**config.mk**
```make
export PLATFORM = sky130hd
export DESIGN_NAME = fpk_pushbutton
export DESIGN_NICKNAME = d
export VERILOG_FILES = /design/src/verilog/fpk_pkg.sv /design/src/verilog/fpk_hold.sv /design/src/verilog/fpk_pushbutton.sv /design/src/verilog/fpk_tick.sv
export VERILOG_INCLUDE_DIRS = /design/src /design/src/verilog
export SDC_FILE = /design/constraint.sdc
export NUM_CORES = 1
export LEC_CHECK = 0
export ABC_AREA = 1
export BUFFER_PORTS_ARGS = -buffer_cell sky130_fd_sc_hd__buf_2
export CAP_MARGIN = 10
export CORE_MARGIN = 2
export CORE_UTILIZATION = 50
export CTS_CLUSTER_DIAMETER = 150
export DETAILED_ROUTE_END_ITERATION = 10
export PLACE_DENSITY = 0.72
export SYNTH_ARGS = -nofsm -noshare
export SYNTH_HDL_FRONTEND = slang
export SYNTH_SLANG_ARGS = --single-unit
```
**constraint.sdc**
```tcl
create_clock -name clk_sys_i -period 3.5 [get_ports clk_sys_i]
set_clock_uncertainty 0.15 [all_clocks]
set_input_delay 0.525 -clock clk_sys_i [delete_from_list [all_inputs] [get_ports clk_sys_i]]
set_output_delay 0.525 -clock clk_sys_i [all_outputs]
set_load 0.005 [all_outputs]
```
**src/verilog/fpk_params.svh**
```systemverilog
`ifndef FPK_PARAMS_SVH
`define FPK_PARAMS_SVH
`define FPK_CLK_HZ 100000000
`define FPK_TICK_MS 1
`define FPK_TICK_CYCLES ((`FPK_CLK_HZ / 1000) * `FPK_TICK_MS)
`define FPK_FIXED_HOLD_MS 100
`define FPK_NUM_FIXED 3
`define FPK_NUM_USER 12
`define FPK_NUM_KEYS 15
`define FPK_LINE_CHARS 20
`define FPK_HOLD_W 16
`define FPK_MODE_DISABLED 2'h0
`define FPK_MODE_MOMENTARY 2'h1
`define FPK_MODE_TOGGLE 2'h2
`endif

```
**src/verilog/fpk_pkg.sv**
```systemverilog
`include "fpk_params.svh"
package fpk_pkg;
  typedef enum logic [1:0] {
    FPK_DISABLED = `FPK_MODE_DISABLED,
    FPK_MOMENTARY = `FPK_MODE_MOMENTARY,
    FPK_TOGGLE = `FPK_MODE_TOGGLE
  } fpk_mode_t;
  typedef struct packed {
    logic valid;
    logic is_user;
    logic [3:0] key;
    logic state;
  } fpk_event_t;
  typedef struct packed {
    logic active;
    logic [3:0] key;
    logic show_off;
  } fpk_msg_t;
  typedef struct packed {
    logic [`FPK_NUM_USER-1:0] valid;
    logic [`FPK_NUM_USER-1:0] state;
  } fpk_nv_t;
endpackage

```
**src/verilog/fpk_hold.sv**
```systemverilog
`include "fpk_params.svh"
module fpk_hold (
  input wire logic clk_sys_i,
  input wire logic resetn_i,
  input wire logic tick_i,
  input wire logic level_i,
  input wire logic [`FPK_HOLD_W-1:0] hold_ms_i,
  output logic out_o
);
  logic [`FPK_HOLD_W-1:0] cnt_reg;
  always_ff @(posedge clk_sys_i or negedge resetn_i) begin
    if (!resetn_i) begin
      cnt_reg <= `FPK_HOLD_W'h0000;
    end else if (level_i) begin
      cnt_reg <= hold_ms_i;
    end else if (tick_i && cnt_reg != `FPK_HOLD_W'h0000) begin
      cnt_reg <= cnt_reg - `FPK_HOLD_W'h0001;
    end
  end
  // The hold starts from the release, so a press always counts as held.
  assign out_o = level_i || (cnt_reg != `FPK_HOLD_W'h0000);
endmodule // fpk_hold

```
**src/verilog/fpk_pushbutton.sv**
```systemverilog
`include "fpk_params.svh"
module fpk_pushbutton (
  input wire logic clk_sys_i,
  input wire logic resetn_i,
  input wire logic [`FPK_NUM_FIXED-1:0] fixed_key_i,
  input wire logic [`FPK_NUM_USER-1:0] user_key_i,
  input wire logic [`FPK_NUM_USER*2-1:0] key_mode_i,
  input wire logic [`FPK_NUM_USER*`FPK_HOLD_W-1:0] key_release_hold_i,
  input wire logic [`FPK_HOLD_W-1:0] popup_ms_i,
  input wire logic log_enable_i,
  input wire fpk_pkg::fpk_nv_t nv_restore_i,
  output fpk_pkg::fpk_nv_t nv_save_o,
  output logic [`FPK_NUM_FIXED-1:0] fixed_key_active_flag_o,
  output logic [`FPK_NUM_USER-1:0] key_on_flag_o,
  output logic [`FPK_NUM_USER-1:0] key_off_flag_o,
  output logic [`FPK_NUM_USER-1:0] key_led_o,
  output fpk_pkg::fpk_event_t event_o,
  output fpk_pkg::fpk_msg_t msg_o
);
  import fpk_pkg::*;

  localparam int unsigned FixedHoldCycles = `FPK_FIXED_HOLD_MS;
  localparam logic [`FPK_HOLD_W-1:0] FixedHold = `FPK_HOLD_W'(FixedHoldCycles);

  function automatic fpk_mode_t mode_of(input logic [`FPK_NUM_USER*2-1:0] m, input int idx);
    mode_of = fpk_mode_t'(m[idx*2 +: 2]);
  endfunction

  logic tick;
  fpk_tick u_tick (
    .clk_sys_i(clk_sys_i),
    .resetn_i(resetn_i),
    .tick_o(tick)
  );

  // Only one key may be accepted at a time; the owner stays until it is released.
  logic [`FPK_NUM_KEYS-1:0] raw_keys;
  logic [`FPK_NUM_KEYS-1:0] owner_reg;
  logic [`FPK_NUM_KEYS-1:0] owner_next;
  logic [`FPK_NUM_KEYS-1:0] accepted;
  logic [`FPK_NUM_KEYS-1:0] press;
  assign raw_keys = {user_key_i, fixed_key_i};

  always_comb begin
    owner_next = owner_reg;
    if ((owner_reg & raw_keys) == '0) begin
      owner_next = '0;
      for (int i = 0; i < `FPK_NUM_KEYS; i++) begin
        if (raw_keys[i] && owner_next == '0 && (raw_keys & ~(`FPK_NUM_KEYS'(1) << i)) == '0) begin
          owner_next[i] = 1'b1;
        end
      end
    end
  end

  always_ff @(posedge clk_sys_i or negedge resetn_i) begin
    if (!resetn_i) begin
      owner_reg <= '0;
    end else begin
      owner_reg <= owner_next;
    end
  end

  assign accepted = owner_reg;
  assign press = owner_next & ~owner_reg;

  // Fixed keys need no password; they act on the accepted press directly.
  genvar g;
  generate
    for (g = 0; g < `FPK_NUM_FIXED; g++) begin : g_fixed
      fpk_hold u_hold (
        .clk_sys_i(clk_sys_i),
        .resetn_i(resetn_i),
        .tick_i(tick),
        .level_i(accepted[g]),
        .hold_ms_i(FixedHold),
        .out_o(fixed_key_active_flag_o[g])
      );
    end
  endgenerate

  // Toggle state; restored from the nonvolatile copy just after reset release.
  logic [`FPK_NUM_USER-1:0] toggle_reg;
  logic [`FPK_NUM_USER-1:0] mom_on;
  logic restored_reg;

  always_ff @(posedge clk_sys_i or negedge resetn_i) begin
    if (!resetn_i) begin
      restored_reg <= 1'b0;
    end else begin
      restored_reg <= 1'b1;
    end
  end

  generate
    for (g = 0; g < `FPK_NUM_USER; g++) begin : g_user
      always_ff @(posedge clk_sys_i or negedge resetn_i) begin
        if (!resetn_i) begin
          toggle_reg[g] <= 1'b0;
        end else if (!restored_reg) begin
          toggle_reg[g] <= nv_restore_i.valid[g] & nv_restore_i.state[g];
        end else if (mode_of(key_mode_i, g) == FPK_TOGGLE && press[`FPK_NUM_FIXED+g]) begin
          toggle_reg[g] <= ~toggle_reg[g];
        end
      end

      fpk_hold u_hold (
        .clk_sys_i(clk_sys_i),
        .resetn_i(resetn_i),
        .tick_i(tick),
        .level_i(accepted[`FPK_NUM_FIXED+g]),
        .hold_ms_i(key_release_hold_i[g*`FPK_HOLD_W +: `FPK_HOLD_W]),
        .out_o(mom_on[g])
      );

      always_comb begin
        case (mode_of(key_mode_i, g))
          FPK_MOMENTARY: begin
            key_on_flag_o[g] = mom_on[g];
            key_off_flag_o[g] = ~mom_on[g];
          end
          FPK_TOGGLE: begin
            key_on_flag_o[g] = toggle_reg[g];
            key_off_flag_o[g] = ~toggle_reg[g];
          end
          default: begin
            key_on_flag_o[g] = 1'b0;
            key_off_flag_o[g] = 1'b0;
          end
        endcase
      end
    end
  endgenerate

  assign key_led_o = key_on_flag_o;
  assign nv_save_o.valid = {`FPK_NUM_USER{restored_reg}};
  assign nv_save_o.state = toggle_reg;

  // Change detection on the user flags drives events and messages.
  logic [`FPK_NUM_USER-1:0] on_prev_reg;
  logic [`FPK_NUM_USER-1:0] rise;
  logic [`FPK_NUM_USER-1:0] toggle_fall;
  logic [`FPK_NUM_USER-1:0] changed;
  always_ff @(posedge clk_sys_i or negedge resetn_i) begin
    if (!resetn_i) begin
      on_prev_reg <= '0;
    end else begin
      on_prev_reg <= key_on_flag_o;
    end
  end
  always_comb begin
    rise = key_on_flag_o & ~on_prev_reg;
    changed = key_on_flag_o ^ on_prev_reg;
    for (int i = 0; i < `FPK_NUM_USER; i++) begin
      toggle_fall[i] = on_prev_reg[i] & ~key_on_flag_o[i] & (mode_of(key_mode_i, i) == FPK_TOGGLE);
    end
  end

  // One event per cycle; a fixed-key press beats any user change, else the lowest numbered change wins. Keys are one at a time,
  // so collisions come from holds that expire together or with a press, and from toggle states restored after reset.
  always_ff @(posedge clk_sys_i or negedge resetn_i) begin
    if (!resetn_i) begin
      event_o <= '0;
    end else begin
      event_o <= '0;
      if (log_enable_i && restored_reg) begin
        for (int i = `FPK_NUM_USER - 1; i >= 0; i--) begin
          if (changed[i]) begin
            event_o <= '{valid: 1'b1, is_user: 1'b1, key: 4'(i), state: key_on_flag_o[i]};
          end
        end
        for (int i = `FPK_NUM_FIXED - 1; i >= 0; i--) begin
          if (press[i]) begin
            event_o <= '{valid: 1'b1, is_user: 1'b0, key: 4'(i), state: 1'b1};
          end
        end
      end
    end
  end

  // Message selection and pop-up timer.
  logic [`FPK_HOLD_W-1:0] popup_reg;
  always_ff @(posedge clk_sys_i or negedge resetn_i) begin
    if (!resetn_i) begin
      msg_o <= '0;
      popup_reg <= `FPK_HOLD_W'h0000;
    end else begin
      if (restored_reg && (rise != '0 || toggle_fall != '0)) begin
        for (int i = `FPK_NUM_USER - 1; i >= 0; i--) begin
          if (rise[i] || toggle_fall[i]) begin
            msg_o <= '{active: 1'b1, key: 4'(i), show_off: toggle_fall[i]};
          end
        end
        popup_reg <= popup_ms_i;
      end else if (popup_reg == `FPK_HOLD_W'h0000) begin
        msg_o.active <= 1'b0;
      end else if (tick) begin
        popup_reg <= popup_reg - `FPK_HOLD_W'h0001;
      end
    end
  end
endmodule // fpk_pushbutton

```
**src/verilog/fpk_tick.sv**
```systemverilog
`include "fpk_params.svh"
module fpk_tick (
  input wire logic clk_sys_i,
  input wire logic resetn_i,
  output logic tick_o
);
  localparam int unsigned TickMax = `FPK_TICK_CYCLES - 1;
  logic [16:0] cnt_reg;
  always_ff @(posedge clk_sys_i or negedge resetn_i) begin
    if (!resetn_i) begin
      cnt_reg <= 17'h0_0000;
      tick_o <= 1'b0;
    end else if (cnt_reg == 17'(TickMax)) begin
      cnt_reg <= 17'h0_0000;
      tick_o <= 1'b1;
    end else begin
      cnt_reg <= cnt_reg + 17'h0_0001;
      tick_o <= 1'b0;
    end
  end
endmodule // fpk_tick
```
==> out/metrics.csv <==
metric,value,unit
status,"complete, no violations",
critical-path-top-delay-family,simple AND/OR/NAND/NOR gates,
coreArea,41800,um2
cts_num_sinks,327,
power.share.combinational,0.235,
cts_tree,done,
routedWlPerCell,16.4,um
ff_latch_area,8180,um2
leakage,12.2,nW
num_rows,75,
avgSynthCellArea,7.38,um2
relSlewSlack,0.153,
start_util,0.504,
mappedNetlistNets,3190,
p_switching,3.69,mW
power_frac_clock,0.355,
yosysTopAreaCell,dfrtp_1,
seqPwrFrac,0.410,
worstPathArrival,3670,ps
clkSlewWorstSetupHoldPaths,60,ps
synthCells,2851,
clockBufferDepth,3,
use_met1,0.361,
gr-max-usage-layer,met2,
area_growth_syn_to_layout,20.8,%
peakVddDrop,0.320,mV
cp_slowest_cell,dfrtp_1,
crit_buf_inv,4,
final_core_utilization,0.608,
fp.dieArea,43700,um2
postRouteAntennaNets,0,
drtIter0Drc,1560,
crit_path_max_incr_delay,400,ps
hold_start,key_release_hold_i[85],
hold_ws,69.8,ps
firstDrtPassIters,5,
antenna_found_initial,15,
cp_common_cell,nand2_2,
die_y,209,um
reg2reg_to,popup_reg[13],
ys_async_sr_fraction,1.00,
seq_area_frac_synth,0.389,
cts_inserted_buffers,40,
hold_path.class,input port to flip-flop,
setup_violations,0,
synth_cell_types,61,
crit_type,flip-flop to flip-flop,
drv_cap,0,
routed_wl,62.5,mm
via_per_inst,5.52,
finalMaxSlewViolations,0,
r2r_cells,19,
multi_input_area,11000,um2
ctsRootBufferMaster,clkbuf_16,
yosys-top-cells-area,"dfrtp_1 39%, nand2_1 8.9%, o21ai_0 7.0%",
r2r-start,g_user[11].u_hold.cnt_reg[2],
fin_crit,3410,ps
whs_endpoint,g_user[5].u_hold.cnt_reg[5],
hpwl,46.1,mm
rsz0062_at_grt,true,
fill_cells,3729,
largest_reg_flops,192,
grt_max_degree,104,
layout.nets,3571,
cp-start-kind,flip-flop,
max_freq,0.293,GHz
port_buffers,349,
worstHoldPathCells,3,
die_w,209,um
synth_top_area_share,0.389,
tightest_slew,1270,ps
synth_ff_type,dfrtp_1,
yosys_warnings,0,
overflow,0,
synth_seq_cells,327,
worstSkewPairLatency,550,ps
cp-end-kind,flip-flop,
synth_edf_count,0,
p_per_area,446,nW/um2
via_count,21019,
timing.final.crit_share,0.975,
cp_cell_sequence,nor2_2 > inv_2 > nor2_2 > nand2_2 > nor3_4 > nand4_4 > nor4_4 > inv_1 > nand2_2 > a21oi_4 > ha_1 > nor4_1 > buf_4 > nand2_2 > nand2_8 > o21ai_4 > clkbuf_16 > a21oi_1 > a41oi_1,
final_common_cell,nand2_1,
place.gp.congestion,0.931,
ff2ff_setup_slack,90,ps
layout-drive-gt1-share,0.213,
grt_pass1_vias,20104,
grt_usage,0.278,
htreeDepth,2,
p_int,7.64,mW
hold_viol,0,
netlist_area,21000,um2
ios,350,
crit_path_max_fanout,8,
grt_util_met3,0.0497,
grt_use_met2,0.466,
required,3760,ps
layout_common_cells,"487 x nand2_1, 381 x inv_1, 348 x buf_2",
netSwitchingFraction,0.325,
grt_pass1_wl,99.3,mm
drcViolationCount,0,
## area by class of cell
type                       instances  share of cell area
antenna                           11             0.00108
clock buffer                      64              0.0481
clock inverter                     5            0.000985
inverter                         411              0.0611
multi-input combinational       1996               0.434
sequential                       327               0.322
tap                              539              0.0266
timing repair buffer             456               0.106
## cell usage after synthesis (5+ instances only)
cell type / count
nand3_2: 5
mux2_2: 9
or2_2: 24
o22ai_1: 32
nor3b_1: 5
nand3_1: 109
buf_4: 29
o31ai_1: 9
a211oi_1: 6
o21ai_1: 23
nand2_1: 497
inv_1: 392
a21oi_1: 124
buf_2: 26
nor2_1: 346
o21ai_0: 295
clkbuf_1: 61
nor2_2: 21
ha_1: 65
clkinv_1: 7
xnor2_1: 6
nor3_1: 64
a31oi_1: 58
o221ai_1: 18
nor4_1: 20
o21a_1: 9
nor4_4: 5
dfrtp_1: 327
nand4_1: 43
xor2_1: 64
nor3_2: 18
inv_2: 12
o211ai_1: 65
## worst min-delay path: stages
cell      delay [ps]
buf_2             80
o211ai_1          70
nand2_1           60
## per-stage QoR
stage | cells | cell area [um2] | setup slack [ps] | total power [mW] | TNS [ps]
final | 3809 | 25400 | 88.0 | 11.3 | 0
after global routing | 3806 | 25400 | -220 | 12.0 | -1760
after CTS | 3770 | 24800 | 50.6 | 11.3 | 0
after detailed placement | 3700 | 23500 | -66.6 | 7.18 | -238
after global placement | 3700 | 23500 | 21.0 | 7.09 | 0
after floorplan | 2851 | 21000 | 252 | 6.26 | 0
## worst max-delay path by stage
stage / end / startpoint / cells past startpoint / slack [ps]
CTS: popup_reg[13] / g_user[3].u_hold.cnt_reg[0] / 21 / 50
detailed placement: popup_reg[12] / g_user[4].u_hold.cnt_reg[1] / 18 / -70
floorplan: popup_reg[14] / g_user[2].u_hold.cnt_reg[0] / 22 / 250
global route: msg_o[0] / g_user[11].u_hold.cnt_reg[2] / 26 / -220
finish: popup_reg[13] / g_user[11].u_hold.cnt_reg[2] / 19 / 90
global placement: popup_reg[12] / g_user[11].u_hold.cnt_reg[3] / 19 / 20
## cell families after synthesis
family,after synthesis,synth area share
xor gates and xnor gates,70,0.0291
AOI/OAI and AO/OA,668,0.183
muxes,9,0.00482
and+or+nand+nor,1183,0.253
adders and majority gates,65,0.0387
buffers and inverters,528,0.101
other,1,0.000178
DFF,327,0.389
## power groups by stage
| stage | Combinational [mW] | Sequential (mW) | Clock, mW |
|---|---|---|---|
| after floorplan | 1.66 | 4.60 | 0 |
| final | 2.66 | 4.64 | 4.02 |
| after global routing | 3.00 | 4.70 | 4.27 |
| after CTS | 2.52 | 4.63 | 4.11 |
| after global placement | 2.43 | 4.66 | 0 |
| after detailed placement | 2.50 | 4.69 | 0 |
## repair_timing
action / CTS / global route
buffers inserted: 0 / 25
endpoints found under the hold margin: 94 / 0
gates cloned: 0 / 3
endpoints found under the setup margin: 15 / 31
pin swaps: 0 / 28
gates resized for setup: 6 / 91
hold buffers: 1 / 0
## routing by layer
layer | routed length, um | part of all wire
met1 | 26700 | 0.43
met5 | 43 | 0.00069
met2 | 29600 | 0.47
met4 | 2050 | 0.033
met3 | 4120 | 0.066
No activity file was read; power rests on OpenSTA's default activity.
